## src/tsxl_params.svh

```systemverilog
// tsxl_params.svh: constants for the test-skip / xor-literal execute block
// assumes: included by bare name from the design files
`ifndef TSXL_PARAMS_SVH
`define TSXL_PARAMS_SVH
`define TSXL_OPC_TST_MASK  16'hfe00
`define TSXL_OPC_TST_VAL   16'h6600
`define TSXL_OPC_XOR_MASK  16'hff00
`define TSXL_OPC_XOR_VAL   16'h0a00
`define TSXL_BANK_BIT      8
`define TSXL_ILO_MAX       8'h5f
`define TSXL_ACC_SPLIT     8'h60
`define TSXL_ACC_HI_BANK   4'hf
`define TSXL_ZERO8         8'h00
`define TSXL_Q_LAST        2'h3
`define TSXL_Q_READ        2'h1
`define TSXL_Q_FIRST       2'h0
`define TSXL_Q_STEP        2'h1
`define TSXL_SIGN_BIT      7
`endif

```

## src/tsxl_pkg.sv

```systemverilog
// tsxl_pkg.sv: types for the test-skip / xor-literal execute block
// assumes: nothing
package tsxl_pkg;
  typedef enum logic [1:0] {
    TSXL_EXEC,
    TSXL_SKIP1,
    TSXL_SKIP2
  } tsxl_state_t;
endpackage

```

## src/tsxl_addr.sv

```systemverilog
// tsxl_addr.sv: data address former for the register-test instruction
// assumes: fsr2 value is supplied by the core's indirect registers
`include "tsxl_params.svh"
`timescale 1ns/100ps
`default_nettype none
module tsxl_addr (
  // operand
  input  wire logic [7:0]  reg_field_i,
  input  wire logic        bank_bit_i,
  // core state
  input  wire logic        ext_set_en_i,
  input  wire logic [3:0]  bank_select_reg_i,
  input  wire logic [11:0] fsr2_i,
  // result
  output logic      [11:0] addr_o
);
  always_comb begin
    if (!bank_bit_i && ext_set_en_i && reg_field_i <= `TSXL_ILO_MAX) begin
      addr_o = 12'(fsr2_i + {4'h0, reg_field_i});
    end else if (bank_bit_i) begin
      addr_o = {bank_select_reg_i, reg_field_i};
    end else if (reg_field_i < `TSXL_ACC_SPLIT) begin
      addr_o = {4'h0, reg_field_i};
    end else begin
      addr_o = {`TSXL_ACC_HI_BANK, reg_field_i};
    end
  end
endmodule
`default_nettype wire

```

## src/tsxl_core.sv

```systemverilog
// tsxl_core.sv: decode/execute of register test-skip and xor-literal
// assumes: one instruction word per instruction cycle of four q phases;
// reg data answers in the phase after addr is presented; the core tells
// whether the fetched next word starts a two-word instruction.
// Summary of operation
// - register zero: discard fetched next instruction, run nop; no flags
// - decode test opcode; bank bit 0 access bank, 1 bank select reg
// - indexed offset when bank bit 0, extended set on, field <= 95
// - test takes 1 cycle, 2 with skip, 3 skipping two-word op
// - decode xor-literal opcode, xor low-byte literal with accumulator
// - write result to accumulator, update only n and z, one cycle
`include "tsxl_params.svh"
`timescale 1ns/100ps
`default_nettype none
module tsxl_core (
  // clock and reset
  input  wire logic        clk_i,
  input  wire logic        srst_i,
  input  wire logic        ce_i,
  // fetch side
  input  wire logic [15:0] instr_i,
  input  wire logic        instr_valid_i,
  input  wire logic        next_two_word_i,
  // core state
  input  wire logic        ext_set_en_i,
  input  wire logic [3:0]  bank_select_reg_i,
  input  wire logic [11:0] fsr2_i,
  input  wire logic [7:0]  reg_rdata_i,
  // outputs
  output logic      [11:0] reg_addr_o,
  output logic             reg_rd_o,
  output logic      [7:0]  accum_o,
  output logic             flag_n_o,
  output logic             flag_z_o,
  output logic             flags_we_o,
  output logic             pc_inc_o,
  output logic             nop_cycle_o,
  output logic             busy_o,
  output logic      [1:0]  q_phase_o
);
  logic [1:0]           q_reg;
  tsxl_pkg::tsxl_state_t state_reg;
  logic [15:0]          ir_reg;
  logic [15:0]          dec_word;
  logic [11:0]          addr_next;
  logic                 is_tst;
  logic                 is_xor;
  logic                 dec_tst;
  logic                 two_word_reg;
  logic [7:0]           xor_next;
  logic                 cyc_end;
  logic                 take_instr;
  logic                 exec_xor;
  logic                 skip_hit;
  logic                 skip_more;
  logic                 skip_next;

  assign cyc_end = (q_reg == `TSXL_Q_LAST);
  // word at q0 is not yet in ir_reg, so decode it from the fetch port
  assign dec_word = instr_valid_i ? instr_i : 16'h0000;
  assign take_instr = (q_reg == `TSXL_Q_FIRST) &&
                      (state_reg == tsxl_pkg::TSXL_EXEC);
  assign is_tst = ((ir_reg & `TSXL_OPC_TST_MASK) ==
                   `TSXL_OPC_TST_VAL);
  assign is_xor = ((ir_reg & `TSXL_OPC_XOR_MASK) ==
                   `TSXL_OPC_XOR_VAL);
  assign dec_tst = ((dec_word & `TSXL_OPC_TST_MASK) ==
                    `TSXL_OPC_TST_VAL);
  assign xor_next = accum_o ^ ir_reg[7:0];
  assign exec_xor = (state_reg == tsxl_pkg::TSXL_EXEC) && is_xor;
  assign skip_hit = (state_reg == tsxl_pkg::TSXL_EXEC) && is_tst &&
                    (reg_rdata_i == `TSXL_ZERO8);
  assign skip_more = (state_reg == tsxl_pkg::TSXL_SKIP1) && two_word_reg;
  assign skip_next = skip_hit || skip_more;

  tsxl_addr tsxl_addr_inst (
    .reg_field_i       (dec_word[7:0]),
    .bank_bit_i        (dec_word[`TSXL_BANK_BIT]),
    .ext_set_en_i      (ext_set_en_i),
    .bank_select_reg_i (bank_select_reg_i),
    .fsr2_i            (fsr2_i),
    .addr_o            (addr_next)
  );

  // q phase counter
  always_ff @(posedge clk_i) begin
    if (srst_i) begin
      q_reg <= `TSXL_Q_FIRST;
    end else if (ce_i) begin
      q_reg <= q_reg + `TSXL_Q_STEP;
    end
  end
  assign q_phase_o = q_reg;

  // instruction register, latched at q0 of an executing cycle
  always_ff @(posedge clk_i) begin
    if (srst_i) begin
      ir_reg <= 16'h0000;
    end else if (ce_i && take_instr) begin
      ir_reg <= dec_word;
    end
  end

  // whether the word behind this one is a two-word instruction
  always_ff @(posedge clk_i) begin
    if (srst_i) begin
      two_word_reg <= 1'b0;
    end else if (ce_i && take_instr) begin
      two_word_reg <= next_two_word_i;
    end
  end

  // skip sequencer
  always_ff @(posedge clk_i) begin
    if (srst_i) begin
      state_reg <= tsxl_pkg::TSXL_EXEC;
    end else if (ce_i && cyc_end) begin
      case (state_reg)
        tsxl_pkg::TSXL_EXEC: begin
          if (skip_hit) begin
            state_reg <= tsxl_pkg::TSXL_SKIP1;
          end
        end
        tsxl_pkg::TSXL_SKIP1: begin
          if (two_word_reg) begin
            state_reg <= tsxl_pkg::TSXL_SKIP2;
          end else begin
            state_reg <= tsxl_pkg::TSXL_EXEC;
          end
        end
        tsxl_pkg::TSXL_SKIP2: begin
          state_reg <= tsxl_pkg::TSXL_EXEC;
        end
        default: begin
          state_reg <= tsxl_pkg::TSXL_EXEC;
        end
      endcase
    end
  end

  // read strobe: one clock in q1 of a test instruction
  always_ff @(posedge clk_i) begin
    if (srst_i) begin
      reg_rd_o <= 1'b0;
    end else if (ce_i) begin
      reg_rd_o <= take_instr && dec_tst;
    end
  end

  // data address of the word taken at q0, held through q3
  always_ff @(posedge clk_i) begin
    if (srst_i) begin
      reg_addr_o <= 12'h000;
    end else if (ce_i && take_instr) begin
      reg_addr_o <= addr_next;
    end
  end

  // accumulator: only xor-literal writes it
  always_ff @(posedge clk_i) begin
    if (srst_i) begin
      accum_o <= 8'h00;
    end else if (ce_i && cyc_end && exec_xor) begin
      accum_o <= xor_next;
    end
  end

  // negative flag follows the result's sign bit
  always_ff @(posedge clk_i) begin
    if (srst_i) begin
      flag_n_o <= 1'b0;
    end else if (ce_i && cyc_end && exec_xor) begin
      flag_n_o <= xor_next[`TSXL_SIGN_BIT];
    end
  end

  // zero flag; the test instruction leaves it alone
  always_ff @(posedge clk_i) begin
    if (srst_i) begin
      flag_z_o <= 1'b0;
    end else if (ce_i && cyc_end && exec_xor) begin
      flag_z_o <= (xor_next == `TSXL_ZERO8);
    end
  end

  // flag write strobe, one clock per xor-literal
  always_ff @(posedge clk_i) begin
    if (srst_i) begin
      flags_we_o <= 1'b0;
    end else if (ce_i) begin
      flags_we_o <= cyc_end && exec_xor;
    end
  end

  // pc advance: one pulse per instruction cycle, skip cycles included
  always_ff @(posedge clk_i) begin
    if (srst_i) begin
      pc_inc_o <= 1'b0;
    end else if (ce_i) begin
      pc_inc_o <= cyc_end;
    end
  end

  // nop flag: stands for the whole coming instruction cycle
  always_ff @(posedge clk_i) begin
    if (srst_i) begin
      nop_cycle_o <= 1'b0;
    end else if (ce_i && cyc_end) begin
      nop_cycle_o <= skip_next;
    end
  end

  // busy while a skip cycle runs
  always_ff @(posedge clk_i) begin
    if (srst_i) begin
      busy_o <= 1'b0;
    end else if (ce_i && cyc_end) begin
      busy_o <= skip_next;
    end
  end
endmodule
`default_nettype wire

```

## config.mk

```make
export PLATFORM = sky130hd
export DESIGN_NAME = tsxl_core
export DESIGN_NICKNAME = d
export VERILOG_FILES = /design/src/tsxl_pkg.sv /design/src/tsxl_addr.sv /design/src/tsxl_core.sv
export VERILOG_INCLUDE_DIRS = /design/src
export SDC_FILE = /design/constraint.sdc
export NUM_CORES = 1
export LEC_CHECK = 0
export BUFFER_PORTS_ARGS = -buffer_cell sky130_fd_sc_hd__clkbuf_2
export CORE_UTILIZATION = 52
export DETAILED_ROUTE_END_ITERATION = 16
export PLACE_DENSITY = 0.86
export RECOVER_POWER = 100
export REMOVE_ABC_BUFFERS = 1
export SKIP_CTS_REPAIR_TIMING = 1
export SYNTH_ARGS = -nofsm -noshare
export SYNTH_HDL_FRONTEND = slang
export SYNTH_HIERARCHICAL = 1
export SYNTH_SLANG_ARGS = --single-unit
```

## constraint.sdc

```tcl
create_clock -name clk_i -period 3.1 [get_ports clk_i]
set_clock_uncertainty 0.2 [all_clocks]
set_input_delay 0.31 -clock clk_i [delete_from_list [all_inputs] [get_ports clk_i]]
set_output_delay 0.31 -clock clk_i [all_outputs]
set_load 0.05 [all_outputs]
```

==> summary.txt <==
Synth
  • Cell accounting for the most synthesized area: dfxtp_1
  • Synth Area per Inst: 7.894 sq um
  • Ys Warns: 6
  • #FFs+latches synth: 46
  • Most numerous cell in the Yosys netlist: nand2_1
  • Register area share after synthesis: 0.3568
  • Asr flop ratio synth: 0
  • Post-synth top area share: 0.3568
  • Primary FF master, synth: dfxtp_1
  • Post-synth EDFFs: 0
  • Cells after Synth: 327
  • Main area contributors after synthesis: dfxtp_1 36%, nand2_1 9.2%, a21oi_1 8.9%
  • Synth cell count leaders: 63 x nand2_1, 46 x a21oi_1, 46 x dfxtp_1, 17 x inv_1, 13 x clkbuf_1
  • Unique masters post-synth: 53
  • Synthesized area: 2581 sq um

Place
  • Dpl hpwl: 4519 um
  • RePlAce Congestion: 0.8353
  • Port bufs: 74

Die
  • # rows: 25
  • I/O Pins: 75
  • Core ar.: 4755 sq um
  • Die area: 5250 sq um
  • Die Height: 72.46 um
  • Chip width: 72.46 um
  • Initial Utilization: 0.5429

Power and ir drop
  • Share of power burned in registers: 0.483
  • Combinational Power Share: 0.226
  • Max VDD drop: 0.2067 mV
  • Internal: 875.8 uW
  • Switching power share of the total: 0.3327
  • Share of power burned in the clock network: 0.291
  • Leak: 0.001156 uW
  • Switching power: 436.6 uW
  • Cell Pwr Density: 436.1 nW/um^2

Hold path
  • Hold Crit Class: input pin to flop
  • Hold path cells: 3

Drt
  • First DRT Iteration DRCs: 100
  • Final WL: 6080 um
  • Antenna Nets Post-Route: 0
  • Initial DRT Pass Iterations: 4
  • Vias after detailed routing: 2494
  • Wire per inst: 13.16 um
  • DRC violations left: 0
  • Via/cell ratio: 5.398

STA
  • Tightest Pin Transition: 1983 ps
  • Final TNS setup: 0 ps
  • Tmin final: 2688 ps
  • Final worst path period share: 0.8670
  • Pins over their slew limit: 48
  • Max Clk Rate: 0.3721 GHz
  • RSZ-0062 raised after global routing: false
  • Setup-failing EPs final: 0
  • Slew HR: -0.3222
  • Endpoints failing hold: 0

Critical path
  • CP Max Fanout: 9
  • Slowest library cell on the worst path: fa_1
  • Setup Crit Path Kind: input pin to flop
  • Critical Path RT: 3120 ps
  • CP bufs+invs: 2
  • WP depth: 12
  • Crit-path leading delay family: compound AO/OA/AOI/OAI gates
  • Critical path, cell by cell: clkbuf_2, and2_0, ha_1, inv_1, fa_1, nor2b_1, o211ai_1, a31oi_1, a31oi_1, o32ai_1, nand2_1, a21oi_1
  • Cell mode on critical path: a31oi_1
  • Crit path DAT: 2710 ps
  • Setup crit end kind: flop
  • Startpoint types: input pin
  • R2R depth: 6
  • Max incr delay on CP: 420 ps

Final layout
  • Layout cell share with drive strength beyond 1: 0.1519
  • Number of flip-flops in the largest register: 16
  • Number of antenna diodes: 0
  • Final net count: 451
  • Layout area overhead: 16.58%
  • Filler cell count in the final layout: 469
  • Fin util: 0.6329
  • Multi-input gate area: 1495 sq um
  • Register area: 920.9 sq um

Global route
  • GRT Resource Usage Total: 0.2462
  • Gr ovfl total: 0
  • Initial antenna violation count: 0
  • Vias in the first global route: 2323
  • First-pass GRT wire length: 9984 um
  • Pin count of the biggest net entering global routing: 48

Clock network
  • CTS Buffer Depth: 2
  • CTS Buf Count: 5
  • Clk sinks: 46
  • Root buffer cell: clkbuf_8
  • Clock transition at path regs: 90 ps
  • Worst-skew pair later-pin latency: 310 ps
  • H-Tree Depth: 2
  • CTS tree: done

Job
  • Maxcap violations: 1

Run status
  • Failing checks: capacitance limit, slew limit
  • Status: finished, violations left
[kinds of logic after synthesis]
family | after synthesis | synth area share
AND/OR/NAND/NOR | 129 | 0.2588
AO/OA/AOI/OAI | 87 | 0.2046
flip-flops | 46 | 0.3568
buffers and inverters | 36 | 0.06108
XOR/XNOR | 16 | 0.05429
adder cells (fa/ha/maj) | 11 | 0.05623
multiplexers | 2 | 0.008240
[cell type report]
cell class / count / share of cell area
Timing Repair Buffer: 79 / 0.1181
Clock buffer: 5 / 0.02287
Clock inverter: 3 / 0.007069
Sequential cell: 46 / 0.3060
Tap cell: 67 / 0.02786
Inverter: 17 / 0.02121
Multi-Input combinational cell: 245 / 0.4969
[stage by stage]
stage / setup slack, ps / cells / area [sq um] / hold slack [ps] / total power (uW)
floorplan: 659.3 / 308 / 2487 / 179.1 / 846.3
global placement: 312.4 / 454 / 2979 / 240.9 / 943.8
detailed placement: 197.1 / 454 / 2979 / 249.4 / 952.0
CTS: 500.6 / 462 / 3069 / 10.41 / 1329
global route: 166.2 / 462 / 3009 / 21.62 / 1375
finish: 412.3 / 462 / 3009 / 17.66 / 1312
[power by group through the flow]
stage,clock [uW],combinational [uW],sequential [uW]
4_1_cts,389,306,634
5_1_grt,411,327,637
2_1_floorplan,0,150,696
3_5_place_dp,0,305,647
6_report,382,297,633
3_3_place_gp,0,297,646
[placed cells by master (no fill, tap or decap), types with 3 or more instances in the layout]
| cell | netlist | routed |
|---|---|---|
| ha_1 | 10 | 10 |
| nand2b_1 | 4 | 4 |
| and2_1 | 9 | 6 |
| nor4_1 | 3 | 3 |
| inv_1 | 17 | 17 |
| or4_1 | 9 | 9 |
| clkbuf_8 | 0 | 5 |
| xnor2_1 | 7 | 7 |
| nand2_1 | 63 | 63 |
| a31oi_1 | 3 | 3 |
| a21oi_1 | 46 | 46 |
| nand3_1 | 10 | 10 |
| dfxtp_1 | 46 | 46 |
| nor2_1 | 11 | 11 |
| o21ai_0 | 4 | 5 |
| o211ai_1 | 3 | 3 |
| clkbuf_1 | 13 | 34 |
| xor2_1 | 9 | 9 |
| o31ai_1 | 9 | 9 |
| o21ai_1 | 6 | 5 |
| clkbuf_2 | 0 | 44 |
| and2_0 | 0 | 3 |
[worst min-delay path, stage by stage]
cell,delay [ps]
clkbuf_2,80
nand2_1,50
a21oi_1,50
[path summary, 6_finish.rpt]
path	start	to	slack [ps]
max	instr_valid_i	reg_addr_o[10]$_SDFFE_PP0P_	410
min	next_two_word_i	two_word_reg$_SDFFE_PP0P_	20
max reg2reg	q_phase_o[0]$_SDFFE_PP0P_	ir_reg[14]$_SDFFE_PP0P_	820
min reg2reg	reg_addr_o[1]$_SDFFE_PP0P_	reg_addr_o[1]$_SDFFE_PP0P_	260
[metal layers]
layer	routed length, um	GRT usage
met1	2757	0.2920
met2	2897	0.4382
met3	313	0.04167
met4	112	0.1024
met5	0	0
(Power assumes the default switching activity.)
